<file path="src/pkg/cte_map.vh">
/*
  Register offsets, field positions, reset values and timing counts of the
  camera trigger and exposure sequencer.
  Assumes inclusion by bare name from design files under hw/.
*/
`ifndef CTE_MAP_VH
`define CTE_MAP_VH

// ****************************************************************
// Register byte offsets
// ****************************************************************
`define CTE_OFS_CTRL      12'h000
`define CTE_OFS_EXPOSE    12'h004
`define CTE_OFS_CLEAR     12'h008
`define CTE_OFS_XFER      12'h00C
`define CTE_OFS_LINES     12'h010
`define CTE_OFS_LINEPIX   12'h014
`define CTE_OFS_BIN       12'h018
`define CTE_OFS_STATUS    12'h01C
`define CTE_OFS_FRAMES    12'h020

// ****************************************************************
// Control field positions
// ****************************************************************
`define CTE_CTRL_EN       0
`define CTE_CTRL_MODE_LO  1
`define CTE_CTRL_MODE_HI  2
`define CTE_CTRL_OVLP     3
`define CTE_CTRL_SWTRIG   4

// ****************************************************************
// Trigger modes
// ****************************************************************
`define CTE_MODE_CONT     2'h0
`define CTE_MODE_EDGE     2'h1
`define CTE_MODE_PULSE    2'h2
`define CTE_MODE_SOFT     2'h3

// ****************************************************************
// Reset values; exposure, clear and transfer counts in core clock cycles
// ****************************************************************
`define CTE_RST_EXPOSE    32'h0000_0400
`define CTE_RST_CLEAR     32'h0000_0040
`define CTE_RST_XFER      32'h0000_0020
`define CTE_RST_LINES     16'h0010
`define CTE_RST_LINEPIX   16'h0010
`define CTE_RST_BIN       8'h11

`endif

</file>
<file path="src/hw/cte_sequencer.v">
/*
  Camera trigger and exposure sequencer: APB register slave, trigger input
  conditioning, clear/expose/transfer/readout sequencing and binning counts.
  Assumes the trigger pin is driven by outside equipment and that all other
  inputs are synchronous to core_clk.
*/
// Summary of operation
// - The trigger pin counts as asserted when it is low.
// - Readout flag is high while a frame is read out, rising and falling one cycle before the shift pulses.
// - Exposure flag is high while the sensor integrates, one pulse per exposure.
// - Internally timed exposures last the programmed exposure count.
// - Clearing mode clears the sensor first, then exposes for the programmed time.
// - After exposure, charge moves to storage at once and readout starts.
// - Clearing mode repeats, each frame beginning with a fresh clear.
// - Overlapped mode skips clearing and exposes next frame during readout.
// - Overlapped timed exposures are stretched to at least the end of readout.
// - Binning merges groups of adjacent pixels, shrinking image and, with row binning, readout time.
// - Setting N by M merges N columns and M rows per output pixel.
// - Edge mode starts on trigger edge, ends after programmed time.
// - Pulse mode integrates while the trigger pulse is asserted, starting after the clear unless overlapped.
// - Continuous mode self-starts, software mode starts on command; both timed.
`timescale 1ns/10ps
`default_nettype none
`include "cte_map.vh"

module cte_sequencer (
  input  wire        core_clk,
  input  wire        rst,
  input  wire        clkEn,
  input  wire        psel,
  input  wire        penable,
  input  wire        pwrite,
  input  wire [11:0] paddr,
  input  wire [31:0] pwdata,
  output wire        pready,
  output reg  [31:0] prdata,
  output wire        pslverr,
  input  wire        trigInN,
  output reg         readoutOut,
  output reg         exposeOut,
  output reg         clearOut,
  output reg         xferOut,
  output reg         rowShiftOut,
  output reg         pixShiftOut,
  output reg         pixSampleOut
);

  // ****************************************************************
  // Register file
  // ****************************************************************
  reg        enable_r;
  reg [1:0]  mode_r;
  reg        overlap_r;
  reg [31:0] exposeLen_r;
  reg [31:0] clearLen_r;
  reg [31:0] xferLen_r;
  reg [15:0] lines_r;
  reg [15:0] linePix_r;
  reg [3:0]  binH_r;
  reg [3:0]  binV_r;
  reg [31:0] frames_r;
  reg        swTrig_r;
  reg        overrun_r;

  localparam [7:0] BIN_RST = `CTE_RST_BIN;

  wire apbAccess = psel & penable;
  wire apbWrite  = apbAccess & pwrite;
  wire addrHit   = (paddr == `CTE_OFS_CTRL)    | (paddr == `CTE_OFS_EXPOSE) |
                   (paddr == `CTE_OFS_CLEAR)   | (paddr == `CTE_OFS_XFER)   |
                   (paddr == `CTE_OFS_LINES)   | (paddr == `CTE_OFS_LINEPIX) |
                   (paddr == `CTE_OFS_BIN)     | (paddr == `CTE_OFS_STATUS) |
                   (paddr == `CTE_OFS_FRAMES);

  // The slave never stalls; unmapped addresses answer with an error.
  assign pready  = 1'b1;
  assign pslverr = apbAccess & ~addrHit;

  // ****************************************************************
  // Trigger conditioning
  // ****************************************************************
  reg trigMeta_r;
  reg trigSync_r;
  reg trigLast_r;

  always @(posedge core_clk or posedge rst) begin
    if (rst) begin
      trigMeta_r <= 1'b0;
      trigSync_r <= 1'b0;
      trigLast_r <= 1'b0;
    end else if (clkEn) begin
      trigMeta_r <= ~trigInN;
      trigSync_r <= trigMeta_r;
      trigLast_r <= trigSync_r;
    end
  end

  wire trigLevel = trigSync_r;
  wire trigRise  = trigSync_r & ~trigLast_r;

  // ****************************************************************
  // Sequencer
  // ****************************************************************
  localparam [2:0] ST_IDLE  = 3'h0;
  localparam [2:0] ST_WAIT  = 3'h1;
  localparam [2:0] ST_CLEAR = 3'h2;
  localparam [2:0] ST_EXPO  = 3'h3;
  localparam [2:0] ST_XFER  = 3'h4;

  reg [2:0]  state_r;
  reg [31:0] phaseCnt_r;
  reg        rdActive_r;
  reg [15:0] rowCnt_r;
  reg [15:0] pixCnt_r;
  reg [3:0]  hBinCnt_r;
  reg [3:0]  vBinCnt_r;
  reg        rowPhase_r;

  // Binned readout size: each output row merges binV sensor rows and
  // each output pixel merges binH columns, so fewer samples are taken.
  wire [3:0] binHEff = (binH_r == 4'h0) ? 4'h1 : binH_r;
  wire [3:0] binVEff = (binV_r == 4'h0) ? 4'h1 : binV_r;

  wire startReq = (mode_r == `CTE_MODE_CONT) ? 1'b1 :
                  (mode_r == `CTE_MODE_EDGE) ? trigRise :
                  (mode_r == `CTE_MODE_PULSE) ? trigLevel :
                  swTrig_r;

  wire timedDone = (phaseCnt_r + 32'h1 >= exposeLen_r) &
                   (~overlap_r | ~rdActive_r);
  wire expoDone  = (mode_r == `CTE_MODE_PULSE) ? ~trigLevel : timedDone;

  wire rdLast = rdActive_r & rowPhase_r & (pixCnt_r == 16'h0) &
                (hBinCnt_r == 4'h1) & (rowCnt_r == 16'h1);

  always @(posedge core_clk or posedge rst) begin
    if (rst) begin
      state_r      <= ST_IDLE;
      phaseCnt_r   <= 32'h0;
      exposeOut    <= 1'b0;
      clearOut     <= 1'b0;
      xferOut      <= 1'b0;
      rdActive_r   <= 1'b0;
      readoutOut   <= 1'b0;
      rowCnt_r     <= 16'h0;
      pixCnt_r     <= 16'h0;
      hBinCnt_r    <= 4'h0;
      vBinCnt_r    <= 4'h0;
      rowPhase_r   <= 1'b0;
      rowShiftOut  <= 1'b0;
      pixShiftOut  <= 1'b0;
      pixSampleOut <= 1'b0;
      frames_r     <= 32'h0;
      overrun_r    <= 1'b0;
    end else if (clkEn) begin
      rowShiftOut  <= 1'b0;
      pixShiftOut  <= 1'b0;
      pixSampleOut <= 1'b0;
      case (state_r)
        ST_IDLE: begin
          if (enable_r) begin
            state_r <= ST_WAIT;
          end
        end
        ST_WAIT: begin
          if (!enable_r) begin
            state_r <= ST_IDLE;
          end else if (startReq && (overlap_r || !rdActive_r)) begin
            phaseCnt_r <= 32'h0;
            if (overlap_r) begin
              state_r   <= ST_EXPO;
              exposeOut <= 1'b1;
            end else begin
              state_r  <= ST_CLEAR;
              clearOut <= 1'b1;
            end
          end
        end
        ST_CLEAR: begin
          if (phaseCnt_r + 32'h1 >= clearLen_r) begin
            phaseCnt_r <= 32'h0;
            clearOut   <= 1'b0;
            exposeOut  <= 1'b1;
            state_r    <= ST_EXPO;
          end else begin
            phaseCnt_r <= phaseCnt_r + 32'h1;
          end
        end
        ST_EXPO: begin
          if (expoDone) begin
            phaseCnt_r <= 32'h0;
            exposeOut  <= 1'b0;
            xferOut    <= 1'b1;
            state_r    <= ST_XFER;
          end else begin
            phaseCnt_r <= phaseCnt_r + 32'h1;
          end
        end
        ST_XFER: begin
          if (phaseCnt_r + 32'h1 >= xferLen_r) begin
            phaseCnt_r <= 32'h0;
            xferOut    <= 1'b0;
            state_r    <= ST_WAIT;
            if (rdActive_r) begin
              overrun_r <= 1'b1;
            end
          end else begin
            phaseCnt_r <= phaseCnt_r + 32'h1;
          end
        end
        default: begin
          state_r <= ST_IDLE;
        end
      endcase

      // Readout engine: starts as soon as the frame sits in storage.
      if (state_r == ST_XFER && phaseCnt_r + 32'h1 >= xferLen_r) begin
        rdActive_r <= 1'b1;
        readoutOut <= 1'b1;
        rowCnt_r   <= lines_r / {12'h0, binVEff};
        vBinCnt_r  <= binVEff;
        rowPhase_r <= 1'b0;
        frames_r   <= frames_r + 32'h1;
      end else if (rdActive_r) begin
        if (!rowPhase_r) begin
          rowShiftOut <= 1'b1;
          if (vBinCnt_r == 4'h1) begin
            rowPhase_r <= 1'b1;
            pixCnt_r   <= linePix_r / {12'h0, binHEff} - 16'h1;
            hBinCnt_r  <= binHEff;
          end else begin
            vBinCnt_r <= vBinCnt_r - 4'h1;
          end
        end else begin
          pixShiftOut <= 1'b1;
          if (hBinCnt_r == 4'h1) begin
            pixSampleOut <= 1'b1;
            hBinCnt_r    <= binHEff;
            if (pixCnt_r == 16'h0) begin
              rowPhase_r <= 1'b0;
              vBinCnt_r  <= binVEff;
              rowCnt_r   <= rowCnt_r - 16'h1;
            end else begin
              pixCnt_r <= pixCnt_r - 16'h1;
            end
          end else begin
            hBinCnt_r <= hBinCnt_r - 4'h1;
          end
        end
        if (rdLast || rowCnt_r == 16'h0) begin
          rdActive_r <= 1'b0;
          readoutOut <= 1'b0;
        end
      end
      if (apbWrite && paddr == `CTE_OFS_STATUS && pwdata[1]) begin
        if (!(state_r == ST_XFER && rdActive_r && phaseCnt_r + 32'h1 >= xferLen_r)) begin
          overrun_r <= 1'b0;
        end
      end
    end
  end

  // ****************************************************************
  // APB write and read
  // ****************************************************************
  always @(posedge core_clk or posedge rst) begin
    if (rst) begin
      enable_r    <= 1'b0;
      mode_r      <= `CTE_MODE_CONT;
      overlap_r   <= 1'b0;
      exposeLen_r <= `CTE_RST_EXPOSE;
      clearLen_r  <= `CTE_RST_CLEAR;
      xferLen_r   <= `CTE_RST_XFER;
      lines_r     <= `CTE_RST_LINES;
      linePix_r   <= `CTE_RST_LINEPIX;
      binH_r      <= BIN_RST[3:0];
      binV_r      <= BIN_RST[7:4];
      swTrig_r    <= 1'b0;
    end else if (clkEn) begin
      // Software trigger is held until the sequencer waits with no readout active.
      if (swTrig_r && state_r == ST_WAIT && !rdActive_r) begin
        swTrig_r <= 1'b0;
      end
      if (apbWrite) begin
        case (paddr)
          `CTE_OFS_CTRL: begin
            enable_r  <= pwdata[`CTE_CTRL_EN];
            mode_r    <= pwdata[`CTE_CTRL_MODE_HI:`CTE_CTRL_MODE_LO];
            overlap_r <= pwdata[`CTE_CTRL_OVLP];
            if (pwdata[`CTE_CTRL_SWTRIG]) begin
              swTrig_r <= 1'b1;
            end
          end
          `CTE_OFS_EXPOSE:  exposeLen_r <= pwdata;
          `CTE_OFS_CLEAR:   clearLen_r  <= pwdata;
          `CTE_OFS_XFER:    xferLen_r   <= pwdata;
          `CTE_OFS_LINES:   lines_r     <= pwdata[15:0];
          `CTE_OFS_LINEPIX: linePix_r   <= pwdata[15:0];
          `CTE_OFS_BIN: begin
            binH_r <= pwdata[3:0];
            binV_r <= pwdata[7:4];
          end
          default: begin
          end
        endcase
      end
    end
  end

  // Read data is loaded in the setup cycle so that it already stands in the
  // access phase; a zero-wait slave has no later edge to present it on.
  always @(posedge core_clk or posedge rst) begin
    if (rst) begin
      prdata <= 32'h0;
    end else if (clkEn && psel && !penable && !pwrite) begin
      case (paddr)
        `CTE_OFS_CTRL:    prdata <= {27'h0, swTrig_r, overlap_r, mode_r, enable_r};
        `CTE_OFS_EXPOSE:  prdata <= exposeLen_r;
        `CTE_OFS_CLEAR:   prdata <= clearLen_r;
        `CTE_OFS_XFER:    prdata <= xferLen_r;
        `CTE_OFS_LINES:   prdata <= {16'h0, lines_r};
        `CTE_OFS_LINEPIX: prdata <= {16'h0, linePix_r};
        `CTE_OFS_BIN:     prdata <= {24'h0, binV_r, binH_r};
        `CTE_OFS_STATUS:  prdata <= {24'h0, trigLevel, state_r, exposeOut,
                                     readoutOut, overrun_r, rdActive_r};
        `CTE_OFS_FRAMES:  prdata <= frames_r;
        default:          prdata <= 32'h0;
      endcase
    end
  end

endmodule

`default_nettype wire

</file>
<file path="config.mk">
export PLATFORM = sky130hd
export DESIGN_NAME = cte_sequencer
export DESIGN_NICKNAME = d
export VERILOG_FILES = /design/src/hw/cte_sequencer.v
export VERILOG_INCLUDE_DIRS = /design/src /design/src/pkg
export SDC_FILE = /design/constraint.sdc
export NUM_CORES = 1
export LEC_CHECK = 0
export BUFFER_PORTS_ARGS = -buffer_cell sky130_fd_sc_hd__buf_4
export CELL_PAD_IN_SITES_DETAIL_PLACEMENT = 1
export CELL_PAD_IN_SITES_GLOBAL_PLACEMENT = 1
export CORE_UTILIZATION = 50
export CTS_BUF_LIST = sky130_fd_sc_hd__clkbuf_8
export CTS_CLUSTER_SIZE = 25
export DETAILED_ROUTE_END_ITERATION = 16
export PLACE_DENSITY_LB_ADDON = 0.1
export SLEW_MARGIN = 20
export SYNTH_ARGS = -nofsm -noshare
export SYNTH_HDL_FRONTEND = slang
export SYNTH_SLANG_ARGS = --single-unit
</file>
<file path="constraint.sdc">
create_clock -name core_clk -period 89.3 [get_ports core_clk]
set_input_delay 8.93 -clock core_clk [delete_from_list [all_inputs] [get_ports core_clk]]
set_output_delay 8.93 -clock core_clk [all_outputs]
set_load 0.01 [all_outputs]
</file>
Yosys cells after proc, flatten, opt, wreduce, memory -nomap -nowiden:

Index checks and enable logic that the tools add are counted.

* word-level logic and storage cells: 236
* register bits after elaboration: 293
* output and inout port bits: 41

* reduce and logical (&&, ||, !) cells: 52
* bitwise gates (word level): 25
* equality and inequality tests: 31
* add/subtract/negate cells: 7
* magnitude comparators: 3
* muxes and demuxes: 84
* div/mod/pow operators: 2

Operators by type and width (count)
* case mux 32 bit (9 select lines): 1
* 2-to-1 mux 32 bit: 5
* 2-to-1 mux 16 bit: 9
* case mux 32 bit (4 select lines): 1
* greater-or-equal comparator 32 bit: 3
* adder 32 x 1 -> 32 bit, second input constant: 2
* == test 12 x 5 -> 1 bit, second input constant: 4
* subtractor 16 x 1 -> 16 bit, second input constant: 3
* 2-to-1 mux 1 bit: 47
* 2-to-1 mux 4 bit: 11
* divider 16 x 4 -> 16 bit: 2
* logical NOT 16 bit: 2
* == test 12 x 4 -> 1 bit, second input constant: 2
* AND reduction 3 bit: 8
* 2-to-1 mux 3 bit: 6
* inequality test 2 bit, second input constant: 9
* AND reduction 6 bit: 3
* == test 16 x 1 -> 1 bit, second input constant: 1
* nonzero test 2 bit: 8
* case mux 3 bit (5 select lines): 1
* == test 12 x 3 -> 1 bit, second input constant: 1
* == test 12 x 6 -> 1 bit, second input constant: 1
* logical NOT 12 bit: 1
* AND reduction 4 bit: 3
* other kinds (26): 70

Logic depth before layout (Yosys ltp):

* word-level depth: 11
* mapped depth: 147
* gate-level depth less buffers: 138

Worst setup path after synthesis:

Ideal clock, no wire load.

* kind: register -> register
* from: reg binH_r[3]
* to: reg pixCnt_r[14]
* cell stages (with the launch flop): 132
* setup slack: 60.653 ns
* clock period less this slack: 28.647 ns
* arrival: 28.510 ns
* path buffers: 4
* data required time: 89.163 ns
* path through: dfrtp_1 -> buf_2 -> nor3_1 -> or2_2 -> inv_1 -> ha_1 -> nor4b_1 -> o2bb2ai_1 -> inv_1 -> ha_1 -> or2_2 -> and3_1 -> clkbuf_1 -> o21ai_0 -> ha_1 -> or4_1 -> o211a_1 -> ha_1 -> [... 96 more ...] -> nor2_1 -> nand3b_1 -> nor4_4 -> mux2i_1 -> ha_1 -> a21o_1 -> a21o_1 -> a2111oi_0 -> and4_1 -> o2111a_2 -> nand2_1 -> nand2_1 -> ha_1 -> and2_0 -> and3_1 -> xnor2_1 -> o2bb2ai_1 -> a21oi_1

* cells in the longest elaborated chain, start to end: 6

Ends and longest elaborated chain
* start: declaration: line cte_sequencer.v:59 `reg [3:0] binH_r;`
* start signal: assignment: line cte_sequencer.v:276 `binH_r <= BIN_RST[3:0];`
* start signal: assignment: line cte_sequencer.v:300 `binH_r <= pwdata[3:0];`
* logical NOT 4 bit: line cte_sequencer.v:121 `wire [3:0] binHEff = (binH_r == 4'h0) ? 4'h1 : binH_r;`
* 2-to-1 mux 4 bit (*): line cte_sequencer.v:121
* divider 16 x 4 -> 16 bit (*): line cte_sequencer.v:229 `pixCnt_r <= linePix_r / {12'h0, binHEff} - 16'h1;`
* subtractor 16 x 1 -> 16 bit (*): line cte_sequencer.v:229
* 2-to-1 mux 16 bit (*): line cte_sequencer.v:227 `if (vBinCnt_r == 4'h1) begin`
* 2-to-1 mux 16 bit (*): line cte_sequencer.v:225 `if (!rowPhase_r) begin`
* end signal: assignment: line cte_sequencer.v:229
* end signal: assignment: line cte_sequencer.v:244 `pixCnt_r <= pixCnt_r - 16'h1;`
* end: declaration: line cte_sequencer.v:114 `reg [15:0] pixCnt_r;`

Every way passes the cells marked *; elsewhere a longest branch is shown, timed or not. The select of a mux whose other input is x is not followed.
A chain may end at the register's enable or synchronous reset.

Final worst setup path:

Ends and elaborated chain as after synthesis.

==> run summary <==
First-pass GRT wire length - 146,000 um
Sequential-to-total area share from yosys stat - 27.9%
Count of max-cap constraint violations - 0
Yosys Warn Count - 0
Count of flip-flops with a built-in enable after synthesis - 0
Achievable clock frequency - 0.0291 GHz
Vias post-DR - 25,379
Number of I/O pins - 92
Crit. End Element - flip-flop
Minimum clock period after layout - 34.35 ns
Cell with the most instances on the worst path - ha_1
Root buffer selected by CTS - clkbuf_8
Worst min-delay path endpoint - trigLevel$_DFFE_PP0P_
Biggest area contributors in the synthesized netlist - dfrtp_1 27%, ha_1 11%, mux2_2 5.5%
Capture instance of the worst register-to-register path - pixCnt_r[14]$_DFFE_PP0P_
Insertion delay to the later sink of the worst-skew pair - 0.62 ns
Post-DRT Antenna Nets - 0
Proportion of layout cells with a drive suffix above 1 - 13.6%
Die Ht - 232 um
Routed wire length per instance - 23.4 um
Gp weighted congestion - 0.912
Startpoint of the tightest hold check path - trigMeta_r$_DFFE_PP0P_
Number of hold-repair buffers added at the cts stage - 0
Die area - 53,600 sq um
Main flop type after synthesis - dfrtp_1
Number of hold violations in the final report - 0
Total count of max-transition violations in the final report - 0
Rows - 83
Post-DR vias/cell - 6.48
Start of the worst register-to-register path - binH_r[3]$_DFFE_PP0P_
Max-slew headroom at the worst pin - 24.4%
Clock transition at the registers of the reported paths - 0.07 ns
Syn_nets - 3,424
Top-area cell type share of the netlist area - 27.2%
CP Launch Type - flip-flop
Share of the clock period used by the worst path - 38.5%
Register bit count reported by yosys - 293
Starting Density - 50.9%
Area of the core - 51,700 sq um
Clock buffer count from CTS - 49
Cell at the slowest stage of the critical path - nor2_1
Delay of the slowest critical-path stage - 0.59 ns
Number of antenna violations at the first check in global routing - 2
CTS max path bufs - 3
Mapped Avg Cell Area - 8.36 sq um
CTS-repair resized insts - 0
Layout Skew - 0.0482 ns
Half-perimeter wire length after placement - 69,700 um
Cell area after technology mapping - 26,300 sq um
Total global-route track usage - 33.8%
FF-to-FF path depth - 128
Largest net degree at the start of global routing - 172
Total overflow reported by the global router - 0
Transition time at the pin with the least slew margin - 1.13 ns
Iteration-0 DRC Markers - 1,582
Number of buffers inserted to repair setup after CTS - 0
Number of port buffers - 90
Worst setup path category - flip-flop to flip-flop
Final layout net count - 3,470
Clock net sink count - 293
Hold Crit Depth - 2
CTS tree - done
Critical Path RT - 89.74 ns
Maximum level of the CTS H-tree - 2
Setup slack, reg-to-reg - 54.95 ns
Largest fanout on the critical path - 15
Gate count of the mapped netlist - 3,150
Overall routed net length - 91,600 um
Drt first pass iters - 5
Count of final setup violators - 0
Min-Delay Path Class - flip-flop to flip-flop
Remaining routing DRC violations - 0
Accumulated negative setup slack - 0 ns
RSZ-0062 raised after global routing - no
Yosys top cell by area - dfrtp_1
Unique cell type count in the Yosys netlist - 118
Signed area change from the synthesized netlist to the final layout - 9.11%
Run status - complete, no violations
Fraction of registers with async set or reset after synthesis - 100%
Number of global-route vias before repair - 26,449
Die X-Extent - 232 um
Arrival time at the worst endpoint - 34.79 ns
[per-layer routing]
metal / track usage [%] / wire length, um / vias to the layer above
li1: - / - / 11732
met1: 43.6 / 40200 / 12767
met2: 57.6 / 43600 / 699
met3: 4.16 / 4360 / 179
met4: 12.9 / 3350 / 2
met5: 0 / 18 / -
[cell usage after synthesis, types with 11 or more instances]
library cell and n:
a2111oi_0 11, a211oi_1 24, a21o_1 70, a21oi_1 166
a221o_1 15, a221oi_1 11, a222oi_1 19, a22o_1 15
a31oi_1 33, and2_1 18, and3_1 48, and4_1 12
buf_1 14, clkbuf_1 101, dfrtp_1 286, ha_1 223
inv_1 162, mux2_2 129, mux2i_1 69, nand2_1 283
nand2b_1 49, nand3_1 89, nand4_1 41, nor2_1 265
nor2b_1 25, nor3_1 110, nor4_1 29, o211ai_1 26
o21a_1 81, o21ai_0 222, o22ai_1 23, o31ai_1 21
or2_2 35, or3_1 36, xnor2_1 85, xor2_1 47
[worst max-delay path by stage]
stage | from | end | slack, ns | cells past startpoint
6_report | binH_r[3]$_DFFE_PP0P_ | pixCnt_r[14]$_DFFE_PP0P_ | 54.95 | 128
5_1_grt | binH_r[3]$_DFFE_PP0P_ | pixCnt_r[14]$_DFFE_PP0P_ | 51.89 | 129
4_1_cts | binH_r[3]$_DFFE_PP0P_ | pixCnt_r[14]$_DFFE_PP0P_ | 55.23 | 128
3_5_place_dp | binH_r[3]$_DFFE_PP0P_ | pixCnt_r[14]$_DFFE_PP0P_ | 55.34 | 128
3_3_place_gp | binH_r[3]$_DFFE_PP0P_ | pixCnt_r[14]$_DFFE_PP0P_ | 56.98 | 126
2_1_floorplan | binH_r[3]$_DFFE_PP0P_ | pixCnt_r[14]$_DFFE_PP0P_ | 60.65 | 131
[sequential cells by signal (all words and copies together) (netlist names), 2 cells and up]
signal	count
hBinCnt_r	4
binH_r	4
vBinCnt_r	4
exposeLen_r	32
binV_r	4
xferLen_r	32
mode_r	2
clearLen_r	32
pixCnt_r	16
linePix_r	16
phaseCnt_r	32
rowCnt_r	16
frames_r	32
state_r	3
lines_r	16
prdata	32
[per-stage QoR]
stage	util, %	cells	hold slack, ns	setup slack [ns]	instance area, sq um
2_1_floorplan	-	3150	0.446	60.65	26300
3_3_place_gp	53.5	3825	0.471	56.98	27700
3_5_place_dp	53.5	3825	0.472	55.34	27700
4_1_cts	55.6	3915	0.489	55.23	28700
5_1_grt	55.6	3916	0.500	51.89	28700
6_report	55.6	3916	0.490	54.95	28700
[logic make-up after synthesis]
| group | after synthesis | share of synthesized area (%) |
|---|---|---|
| AOI/OAI and AO/OA | 896 | 23.4 |
| xor gates and xnor gates | 133 | 4.45 |
| adders and majority gates | 228 | 10.8 |
| buffers and inverters | 287 | 4.19 |
| DFF | 293 | 27.9 |
| muxes | 201 | 8.29 |
| other | 1 | 0.0142 |
| and+or+nand+nor | 1111 | 21.1 |
[critical path: cells and delay by family (launching register included)]
family / cells / cell delay [ns]
flip-flops: 1 / 0.58
AO/OA/AOI/OAI: 56 / 14.13
XOR/XNOR: 1 / 0.13
adder cells (fa/ha/maj): 17 / 4.77
AND/OR/NAND/NOR: 43 / 11.45
buffers and inverters: 4 / 0.85
multiplexers: 7 / 2.24
[area by class of cell]
class / instances / area (sq um)
clock buffer: 61 / 840
clock inverter: 29 / 230
antenna: 1 / 2.50
inverter: 163 / 619
sequential: 293 / 7340
timing repair buffer: 119 / 906
multi-input combinational: 2570 / 18000
tap: 680 / 851
fill: 6197 / 23000
[layout by cell type, fill, tap and decap left out, drive strengths merged, types with 22 or more instances in the layout]
master / instances
nand2: 284
nor4: 31
o211ai: 28
o22ai: 25
buf: 119
mux2i: 69
or2: 42
xor2: 48
a21oi: 168
or3: 40
o21ai: 233
o21a: 81
xnor2: 85
o31ai: 24
mux2: 132
nand2b: 49
a21o: 70
and3: 49
a31oi: 38
ha: 223
inv: 173
nor2: 265
dfrtp: 286
and2: 22
a211oi: 27
clkbuf: 61
nand4: 43
nand3: 90
nor3: 112
nor2b: 25
Power is left out: the tool's default activity adds up to more than one toggle a clock period on the data nets, which glitch-free logic cannot reach.
